## src/rtl/rbs_map.vh

```
// Register offsets, field positions, reset values and counts of the bias and synth bank
`ifndef RBS_MAP_VH
`define RBS_MAP_VH

// Register offsets on the configuration port
`define RBS_ADDR_RX_BIAS 6'h17
`define RBS_ADDR_SYNTH 6'h18

// Receive bias control fields
`define RBS_RX_RSVD_HI 15
`define RBS_RX_RSVD_LO 14
`define RBS_RX_BPF_LOW 13
`define RBS_RX_BPF_MID 12
`define RBS_RX_LNA_LOW 11
`define RBS_RX_LNA_MED 10
`define RBS_RX_MIX_HIGH 9
`define RBS_RX_MIX_MED 8
`define RBS_RX_VAR_HI 7
`define RBS_RX_VAR_LO 6
`define RBS_RX_TAIL_HI 5
`define RBS_RX_TAIL_LO 4
`define RBS_RX_VCM_HI 3
`define RBS_RX_VCM_LO 2
`define RBS_RX_CUR_HI 1
`define RBS_RX_CUR_LO 0

// Receive bias control reset values
`define RBS_RST_BPF_LOW 1'h0
`define RBS_RST_BPF_MID 1'h0
`define RBS_RST_LNA_LOW 1'h1
`define RBS_RST_LNA_MED 1'h0
`define RBS_RST_MIX_HIGH 1'h1
`define RBS_RST_MIX_MED 1'h0
`define RBS_RST_VAR 2'h1
`define RBS_RST_TAIL 2'h1
`define RBS_RST_VCM 2'h1
`define RBS_RST_CUR 2'h2

// Synth control and status fields
`define RBS_FS_THR_HI 15
`define RBS_FS_THR_LO 14
`define RBS_FS_CAL_DONE 13
`define RBS_FS_CAL_ACTIVE 12
`define RBS_FS_WIN_WIDE 11
`define RBS_FS_LOCKED 10
`define RBS_FS_FREQ_HI 9
`define RBS_FS_FREQ_LO 0

// Synth control reset values
`define RBS_RST_THR 2'h1
`define RBS_RST_WIN_WIDE 1'h0
`define RBS_RST_FREQ 10'h165

// Carrier base, receive offset (MHz) and lock count base (reference periods)
`define RBS_FREQ_BASE_MHZ 12'h800
`define RBS_RX_LO_OFFSET_MHZ 12'h002
`define RBS_LOCK_BASE_PERIODS 10'h040

// Gain step codes
`define RBS_STEP_LOW 2'h0
`define RBS_STEP_MED 2'h1
`define RBS_STEP_HIGH 2'h2

`endif

```

## src/rtl/rbs_bias_synth_regs.v

```verilog
// Receive bias and synthesizer control/status register bank with lock detector
`timescale 1ns/10ps
`include "rbs_map.vh"

module rbs_bias_synth_regs #(
	parameter ADDR_W = 6,
	parameter CNT_W = 10
) (
	input wire mclk,
	input wire arst_n,
	input wire [ADDR_W-1:0] reg_addr,
	input wire reg_wr,
	input wire reg_rd,
	input wire [15:0] reg_wdata,
	output reg [15:0] reg_rdata,
	input wire [1:0] automatic_gain_step,
	input wire tx_mode,
	input wire synth_on,
	input wire cal_start,
	input wire cal_finish,
	input wire ref_tick,
	input wire window_ok,
	output reg bandpass_bias_low_sel,
	output reg bandpass_bias_mid_sel,
	output reg low_noise_amp_lowgain,
	output reg mixer_highgain,
	output reg [1:0] lna_varactor_sel,
	output reg [1:0] mixer_output_current_sel,
	output reg [1:0] mixer_common_mode_sel,
	output reg [1:0] mixer_core_current_sel,
	output reg lock_window_wide,
	output reg [9:0] carrier_freq_word,
	output reg [11:0] lo_freq_mhz,
	output reg calibration_active_flag,
	output reg calibration_done_flag,
	output reg synth_locked
);

	// Lock detector states, one-hot
	localparam [2:0] ST_OFF = 3'b001;
	localparam [2:0] ST_SEARCH = 3'b010;
	localparam [2:0] ST_LOCKED = 3'b100;

	// Count step sized to the counter so the increment neither pads nor drops bits
	localparam [CNT_W-1:0] CNT_ONE = {{(CNT_W-1){1'b0}}, 1'b1};

	// Gain-step selection bits and the lock count threshold held in the registers
	reg lna_lowgain_at_agc_low;
	reg lna_lowgain_at_agc_med;
	reg mixer_highgain_at_agc_high;
	reg mixer_highgain_at_agc_med;
	reg [1:0] lock_count_threshold;

	reg [2:0] lock_state;
	reg [2:0] next_lock_state;
	reg [CNT_W-1:0] good_count;
	reg [CNT_W-1:0] next_good_count;
	reg synth_on_d;
	reg next_lna_lowgain;
	reg next_mixer_highgain;
	reg [15:0] next_rdata;
	reg [11:0] next_lo_freq;
	reg [CNT_W-1:0] lock_target;

	wire wr_rx = reg_wr && (reg_addr == `RBS_ADDR_RX_BIAS);
	wire wr_fs = reg_wr && (reg_addr == `RBS_ADDR_SYNTH);
	wire synth_power_up = synth_on && !synth_on_d;

	// threshold code to a period count; a case keeps every code explicit
	always @* begin
		lock_target = `RBS_LOCK_BASE_PERIODS;
		case (lock_count_threshold)
			2'h0: begin
				lock_target = `RBS_LOCK_BASE_PERIODS;
			end
			2'h1: begin
				lock_target = `RBS_LOCK_BASE_PERIODS << 1;
			end
			2'h2: begin
				lock_target = `RBS_LOCK_BASE_PERIODS << 2;
			end
			2'h3: begin
				lock_target = `RBS_LOCK_BASE_PERIODS << 3;
			end
			default: begin
				lock_target = `RBS_LOCK_BASE_PERIODS;
			end
		endcase
	end

	// Receive bias register writes; reserved top bits are not stored
	always @(posedge mclk or negedge arst_n) begin
		if (!arst_n) begin
			bandpass_bias_low_sel <= `RBS_RST_BPF_LOW;
			bandpass_bias_mid_sel <= `RBS_RST_BPF_MID;
			lna_lowgain_at_agc_low <= `RBS_RST_LNA_LOW;
			lna_lowgain_at_agc_med <= `RBS_RST_LNA_MED;
			mixer_highgain_at_agc_high <= `RBS_RST_MIX_HIGH;
			mixer_highgain_at_agc_med <= `RBS_RST_MIX_MED;
			lna_varactor_sel <= `RBS_RST_VAR;
			mixer_output_current_sel <= `RBS_RST_TAIL;
			mixer_common_mode_sel <= `RBS_RST_VCM;
			mixer_core_current_sel <= `RBS_RST_CUR;
		end else if (wr_rx) begin
			bandpass_bias_low_sel <= reg_wdata[`RBS_RX_BPF_LOW];
			bandpass_bias_mid_sel <= reg_wdata[`RBS_RX_BPF_MID];
			lna_lowgain_at_agc_low <= reg_wdata[`RBS_RX_LNA_LOW];
			lna_lowgain_at_agc_med <= reg_wdata[`RBS_RX_LNA_MED];
			mixer_highgain_at_agc_high <= reg_wdata[`RBS_RX_MIX_HIGH];
			mixer_highgain_at_agc_med <= reg_wdata[`RBS_RX_MIX_MED];
			lna_varactor_sel <= reg_wdata[`RBS_RX_VAR_HI:`RBS_RX_VAR_LO];
			mixer_output_current_sel <= reg_wdata[`RBS_RX_TAIL_HI:`RBS_RX_TAIL_LO];
			mixer_common_mode_sel <= reg_wdata[`RBS_RX_VCM_HI:`RBS_RX_VCM_LO];
			mixer_core_current_sel <= reg_wdata[`RBS_RX_CUR_HI:`RBS_RX_CUR_LO];
		end
	end

	// Synth control writes; status bit positions are skipped
	always @(posedge mclk or negedge arst_n) begin
		if (!arst_n) begin
			lock_count_threshold <= `RBS_RST_THR;
			lock_window_wide <= `RBS_RST_WIN_WIDE;
			carrier_freq_word <= `RBS_RST_FREQ;
		end else if (wr_fs) begin
			// Status positions come from live logic; a stored copy would go stale
			// status bits ignored
			lock_count_threshold <= reg_wdata[`RBS_FS_THR_HI:`RBS_FS_THR_LO];
			lock_window_wide <= reg_wdata[`RBS_FS_WIN_WIDE];
			carrier_freq_word <= reg_wdata[`RBS_FS_FREQ_HI:`RBS_FS_FREQ_LO];
		end
	end

	// Gain-mode selection per AUTOMATIC_GAIN_STEP step; the high step keeps the LOW_NOISE_AMP at full gain
	always @* begin
		next_lna_lowgain = 1'b0;
		next_mixer_highgain = 1'b0;
		case (automatic_gain_step)
			`RBS_STEP_LOW: begin
				next_lna_lowgain = lna_lowgain_at_agc_low;
			end
			`RBS_STEP_MED: begin
				next_lna_lowgain = lna_lowgain_at_agc_med;
				next_mixer_highgain = mixer_highgain_at_agc_med;
			end
			`RBS_STEP_HIGH: begin
				next_mixer_highgain = mixer_highgain_at_agc_high;
			end
			default: begin
				// Code 3 selects no step: full LOW_NOISE_AMP gain, normal mixer gain
				next_lna_lowgain = 1'b0;
				next_mixer_highgain = 1'b0;
			end
		endcase
	end

	// LO frequency: receive sits below the carrier for the low IF
	always @* begin
		// Base plus the largest word still fits in 12 bits, so no wrap
		next_lo_freq = `RBS_FREQ_BASE_MHZ + {2'h0, carrier_freq_word};
		if (!tx_mode) begin
			next_lo_freq = next_lo_freq - `RBS_RX_LO_OFFSET_MHZ;
		end
	end

	// Gain and LO outputs registered so analog controls never glitch
	always @(posedge mclk or negedge arst_n) begin
		if (!arst_n) begin
			low_noise_amp_lowgain <= 1'b0;
			mixer_highgain <= 1'b0;
			lo_freq_mhz <= 12'h000;
		end else begin
			low_noise_amp_lowgain <= next_lna_lowgain;
			mixer_highgain <= next_mixer_highgain;
			lo_freq_mhz <= next_lo_freq;
		end
	end

	// Calibration flags; a start in the same cycle as a finish wins at the active flag but done sets if a run was active, and power-off clears over a start
	always @(posedge mclk or negedge arst_n) begin
		if (!arst_n) begin
			synth_on_d <= 1'b0;
			calibration_active_flag <= 1'b0;
			calibration_done_flag <= 1'b0;
		end else begin
			synth_on_d <= synth_on;
			if (!synth_on) begin
				calibration_active_flag <= 1'b0;
			end else if (cal_start) begin
				calibration_active_flag <= 1'b1;
			end else if (cal_finish) begin
				calibration_active_flag <= 1'b0;
			end
			// A finish with no run in progress is ignored, so a stray pulse never sets done
			// done since power-on
			if (synth_on && cal_finish && calibration_active_flag) begin
				calibration_done_flag <= 1'b1;
			end else if (!synth_on || synth_power_up) begin
				calibration_done_flag <= 1'b0;
			end
		end
	end

	// Lock detector next state, evaluated every clock; the count moves only on ref_tick or at power-off
	always @* begin
		next_lock_state = lock_state;
		next_good_count = good_count;
		case (lock_state)
			ST_OFF: begin
				next_good_count = {CNT_W{1'b0}};
				if (synth_on) begin
					next_lock_state = ST_SEARCH;
				end
			end
			ST_SEARCH: begin
				if (!synth_on) begin
					next_lock_state = ST_OFF;
					next_good_count = {CNT_W{1'b0}};
				end else if (ref_tick && !window_ok) begin
					next_good_count = {CNT_W{1'b0}};
				end else if (ref_tick) begin
					next_good_count = good_count + CNT_ONE;
					// At or past the target, so a threshold lowered mid-count still locks
					if (next_good_count >= lock_target) begin
						next_lock_state = ST_LOCKED;
					end
				end
			end
			ST_LOCKED: begin
				// Raising the threshold later keeps an existing lock
				if (!synth_on) begin
					next_lock_state = ST_OFF;
					next_good_count = {CNT_W{1'b0}};
				end else if (ref_tick && !window_ok) begin
					next_lock_state = ST_SEARCH;
					next_good_count = {CNT_W{1'b0}};
				end
			end
			default: begin
				next_lock_state = ST_OFF;
				next_good_count = {CNT_W{1'b0}};
			end
		endcase
	end

	// Lock detector registers and indicator
	always @(posedge mclk or negedge arst_n) begin
		if (!arst_n) begin
			lock_state <= ST_OFF;
			good_count <= {CNT_W{1'b0}};
			synth_locked <= 1'b0;
		end else begin
			lock_state <= next_lock_state;
			good_count <= next_good_count;
			// Follows the next state so it rises on the tick that completes the run
			// lock indicator
			synth_locked <= (next_lock_state == ST_LOCKED);
		end
	end

	// Read mux; reserved and unmapped addresses read as zero
	always @* begin
		// A read in the same cycle as a write returns the old contents
		next_rdata = 16'h0000;
		case (reg_addr)
			`RBS_ADDR_RX_BIAS: begin
				next_rdata[`RBS_RX_BPF_LOW] = bandpass_bias_low_sel;
				next_rdata[`RBS_RX_BPF_MID] = bandpass_bias_mid_sel;
				next_rdata[`RBS_RX_LNA_LOW] = lna_lowgain_at_agc_low;
				next_rdata[`RBS_RX_LNA_MED] = lna_lowgain_at_agc_med;
				next_rdata[`RBS_RX_MIX_HIGH] = mixer_highgain_at_agc_high;
				next_rdata[`RBS_RX_MIX_MED] = mixer_highgain_at_agc_med;
				next_rdata[`RBS_RX_VAR_HI:`RBS_RX_VAR_LO] = lna_varactor_sel;
				next_rdata[`RBS_RX_TAIL_HI:`RBS_RX_TAIL_LO] = mixer_output_current_sel;
				next_rdata[`RBS_RX_VCM_HI:`RBS_RX_VCM_LO] = mixer_common_mode_sel;
				next_rdata[`RBS_RX_CUR_HI:`RBS_RX_CUR_LO] = mixer_core_current_sel;
			end
			`RBS_ADDR_SYNTH: begin
				next_rdata[`RBS_FS_THR_HI:`RBS_FS_THR_LO] = lock_count_threshold;
				next_rdata[`RBS_FS_CAL_DONE] = calibration_done_flag;
				next_rdata[`RBS_FS_CAL_ACTIVE] = calibration_active_flag;
				next_rdata[`RBS_FS_WIN_WIDE] = lock_window_wide;
				next_rdata[`RBS_FS_LOCKED] = synth_locked;
				next_rdata[`RBS_FS_FREQ_HI:`RBS_FS_FREQ_LO] = carrier_freq_word;
			end
			default: begin
				next_rdata = 16'h0000;
			end
		endcase
	end

	// Read data captured on the read strobe and held until the next read
	always @(posedge mclk or negedge arst_n) begin
		if (!arst_n) begin
			reg_rdata <= 16'h0000;
		end else if (reg_rd) begin
			// Status is a snapshot at the strobe; a later change needs a new read
			reg_rdata <= next_rdata;
		end
	end

endmodule // rbs_bias_synth_regs

```

## config.mk

```make
export PLATFORM = sky130hd
export DESIGN_NAME = rbs_bias_synth_regs
export DESIGN_NICKNAME = d
export VERILOG_FILES = /design/src/rtl/rbs_bias_synth_regs.v
export VERILOG_INCLUDE_DIRS = /design/src /design/src/rtl
export SDC_FILE = /design/constraint.sdc
export NUM_CORES = 1
export LEC_CHECK = 0
export BUFFER_PORTS_ARGS = -buffer_cell sky130_fd_sc_hd__buf_2
export CORE_MARGIN = 2
export CORE_UTILIZATION = 30
export CTS_CLUSTER_SIZE = 16
export DETAILED_ROUTE_END_ITERATION = 10
export GPL_ROUTABILITY_DRIVEN = 0
export PLACE_DENSITY_LB_ADDON = 0.2
export SLEW_MARGIN = 10
export SYNTH_ARGS = -nofsm -noshare
export SYNTH_HDL_FRONTEND = slang
export SYNTH_SLANG_ARGS = --single-unit
```

## constraint.sdc

```tcl
create_clock -name mclk -period 4.7 [get_ports mclk]
set_clock_uncertainty 0.15 [all_clocks]
set_input_delay 0 -clock mclk [delete_from_list [all_inputs] [get_ports mclk]]
set_output_delay 0 -clock mclk [all_outputs]
set_load 0.02 [all_outputs]
```

==> summary.md <==
### Power and ir drop
* **worst voltage drop across the vdd grid** 0.201 mV
* **clock share of power** 0.418
* **fraction of power spent switching nets** 0.267
* **P_int** 1.37 mW
* **sequential share of power** 0.416
* **part of the total power dissipated in combinational logic** 0.166
* **power density over cell area** 406 mW/mm²
* **switching power total** 0.501 mW
* **leakage** 2.19 nW

### Finish
* **ANT cells** 0
* **sequential standard cell area** 0.00187 mm²
* **filler cell count** 1101
* **final core area utilization** 0.408
* **number of nets in the final layout** 456
* **area growth from synthesis to layout** 33.9%
* **fraction of layout instances using a drive strength above 1** 0.345
* **area used by multi-input combinational logic** 0.00148 mm²

### Worst hold path
* **classification of the worst-slack hold path** in -> reg
* **startpoint of the most critical hold path** reg_rd

### Floorplan
* **floorplan die area** 0.0124 mm²
* **total core area** 0.0113 mm²
* **number of top-level pins** 88
* **initial standard-cell utilization of the core** 0.305
* **Std-Cell Rows** 39
* **overall die width** 111 µm
* **Die H** 111 µm

### Synthesis
* **post-synthesis sequential element count** 74
* **net count after synthesis** 341
* **mean post-synth cell area** 11.6 µm²
* **cell area after synthesis** 0.00345 mm²
* **Synth cell types** 49
* **ys flop type** dfrtp_1
* **multiplexer share of the synthesized area** 0.0910
* **combinational family with the most area after synthesis** compound AO/OA/AOI/OAI gates
* **top cells by area in the synthesized netlist** dfrtp_1 (44%), dfstp_2 (9.9%), mux2_1 (5.2%)
* **most area-hungry cell type in the Yosys netlist** dfrtp_1
* **post-synthesis compound-gate area fraction** 0.139
* **async set-reset flop share out of synthesis** 1.00
* **post-synth top area share** 0.442
* **count of flip-flops with a built-in enable after synthesis** 0
* **simple-gate portion of the synthesized area** 0.129
* **post-synthesis share of cell area spent on full adders, half adders and majority gates** 0.0363
* **share of the yosys chip area belonging to registers** 0.541
* **area share of xor/xnor cells in the synthesized design** 0.0330
* **post-synthesis instance total** 297
* **synth warn** 0

### Routing
* **Via Count** 2643
* **final routed wirelength across all metal layers** 7830 µm
* **Remaining DRCs** 0
* **Routed wire per std cell** 14.0 µm
* **drt first-iter violations** 91
* **number of antenna-violating nets in the routed design** 0
* **DR pass1 iterations** 4
* **ratio of routed vias to standard cells** 4.72

### Timing
* **setup_tns** 0 ns
* **clock period minus worst slack** 2.76 ns
* **slew at the pin closest to its max-slew limit** 0.929 ns
* **Max Slew Vio Count** 0
* **final period utilization** 0.587
* **Hold Slack** 0.0581 ns
* **Final Hold Fails** 0
* **Max Clock Freq** 362 MHz
* **unrepaired setup endpoints after global routing** false
* **setup violation total in the final timing report** 0
* **tightest slew margin relative to the limit** 0.381

### Global routing
* **Congestion Overflow GR** 0
* **vias in the first global route** 2673
* **largest net degree at the start of global routing** 75
* **wire length of the first global-routing pass** 13400 µm
* **total global routing track utilization** 0.135
* **antenna violations before repair** 0

### Run status
* **outcome** completed

### Clocking
* **number of clock sinks** 74
* **H-tree lvl count** 3
* **Setup Fix Bufs, Post-CTS** 0
* **clock buffer depth** 2
* **clk_lat worst skew** 0.33 ns
* **Clock transition at path regs** 0.06 ns
* **CTS Root Buffer Type** clkbuf_16
* **TritonCTS clock tree** done
* **clock buffer count from CTS** 9

### Place
* **half-perimeter wire length of the detailed placement result** 5330 µm
* **input/output buffers** 87

### Critical path
* **highest net fanout along the worst path** 6
* **CP Data Arrival Time** 2.88 ns
* **Setup CP Type** reg -> reg
* **worst setup path startpoint** good_count[0]$_DFFE_PN0P_
* **crit path capture type** register
* **Critical Path RT** 4.82 ns
* **worst r2r src** good_count[0]$_DFFE_PN0P_
* **CP startpoint kind** register

### Run
* **number of violations of the max-capacitance limit** 0

## power groups by stage
stage	sequential, mW	clock, mW	combinational [mW]
global placement	0.790	0	0.294
detailed placement	0.791	0	0.298
global route	0.794	0.831	0.342
finish	0.780	0.784	0.311
floorplan	0.852	0	0.118
CTS	0.781	0.807	0.317
## through the flow
| stage | total power, mW | instance area [µm²] | worst slack, ns | std cells |
|---|---|---|---|---|
| finish | 1.87 | 4620 | 1.94 | 560 |
| global route | 1.97 | 4620 | 1.69 | 560 |
| CTS | 1.90 | 4620 | 1.93 | 560 |
| detailed placement | 1.09 | 4010 | 1.94 | 517 |
| global placement | 1.08 | 4010 | 2.07 | 517 |
| floorplan | 0.970 | 3450 | 2.21 | 297 |
## cell usage in the layout (no fill, tap or decap), drive strengths merged, types with 10 or more instances in the layout
| cell | instances |
|---|---|
| ha | 10 |
| a21oi | 18 |
| nand2 | 16 |
| buf | 89 |
| dfrtp | 61 |
| dlygate4sd3 | 27 |
| a22oi | 17 |
| o21ai | 14 |
| nor2 | 26 |
| dfstp | 13 |
| mux2 | 27 |
## flip-flops by register name (all words and copies together), names as in the netlist, 2 cells and up
name                      cells
mixer_output_current_sel      2
lock_count_threshold          2
good_count                   10
mixer_common_mode_sel         2
reg_rdata                    16
lna_varactor_sel              2
lock_state                    3
lo_freq_mhz                  12
carrier_freq_word            10
mixer_core_current_sel        2
## final cells by class
type,instances,share of cell area
Multi-Input combinational cell,202,0.319
Clock inverter,7,0.0254
Clock buffer,9,0.0487
Inverter,9,0.00731
Sequential cell,74,0.404
Timing Repair Buffer,116,0.156
Tap cell,143,0.0387
## Yosys cell counts, types with 2 or more instances
cell type,count
mux2_2,11
nand3_1,8
xor2_1,5
clkbuf_1,6
a211oi_1,2
a31oi_1,3
o31ai_2,4
nor2_2,2
o21ai_0,3
inv_1,8
dfrtp_1,61
mux2_1,16
nand2b_1,8
o41ai_2,3
nor4_1,3
buf_2,2
dfstp_2,13
a21oi_1,18
nor3_1,3
buf_6,3
o21ai_1,11
nor2_1,24
nor2b_1,7
xnor2_1,8
a22oi_1,17
nand2_1,15
nand4b_1,2
ha_1,10
## repair_timing
action                    4_1_cts  5_1_grt
gates resized for setup         0        0
hold buffers                   27        0
hold endpoints to repair      103        0
## cell families after synthesis
kind of cell             count (synthesis)
AO/OA/AOI/OAI                           68
XOR/XNOR                                13
adder cells (fa/ha/maj)                 10
buffers and inverters                   21
flip-flops                              74
multiplexers                            28
AND/OR/NAND/NOR                         83
## critical path, cell delays in order (launching register included)
cell      delay [ns]
dfrtp_1         0.43
ha_1            0.25
nand4_1         0.19
nor2_1          0.27
nand3_1         0.17
xnor2_1         0.16
ha_1            0.30
nand2_1         0.09
o21bai_1        0.14
nand4b_1        0.12
a311oi_1        0.28
o31a_1          0.17
## worst paths after layout
check / slack (ns) / endpoint / cells after the start
setup / recovery: 1.94 / lock_state[1]$_DFF_PN0_ / 11
hold / removal: 0.06 / reg_rdata[2]$_DFFE_PN0P_ / 2
setup reg to reg: 1.94 / lock_state[1]$_DFF_PN0_ / 11
hold reg to reg: 0.27 / lo_freq_mhz[0]$_DFF_PN0_ / 0
max in group asynchronous: 3.59 / lo_freq_mhz[0]$_DFF_PN0_ / 2
min in group asynchronous: 0.21 / low_noise_amp_lowgain$_DFF_PN0_ / 2
## metal layers
| layer | routed length (µm) | global-route usage | vias up |
|---|---|---|---|
| li1 | - | - | 1294 |
| met3 | 346 | 0.0295 | 17 |
| met5 | 0 | 0 | - |
| met2 | 3580 | 0.208 | 59 |
| met4 | 189 | 0.0675 | 0 |
| met1 | 3710 | 0.181 | 1273 |
Power figures use the tool's default switching activity.
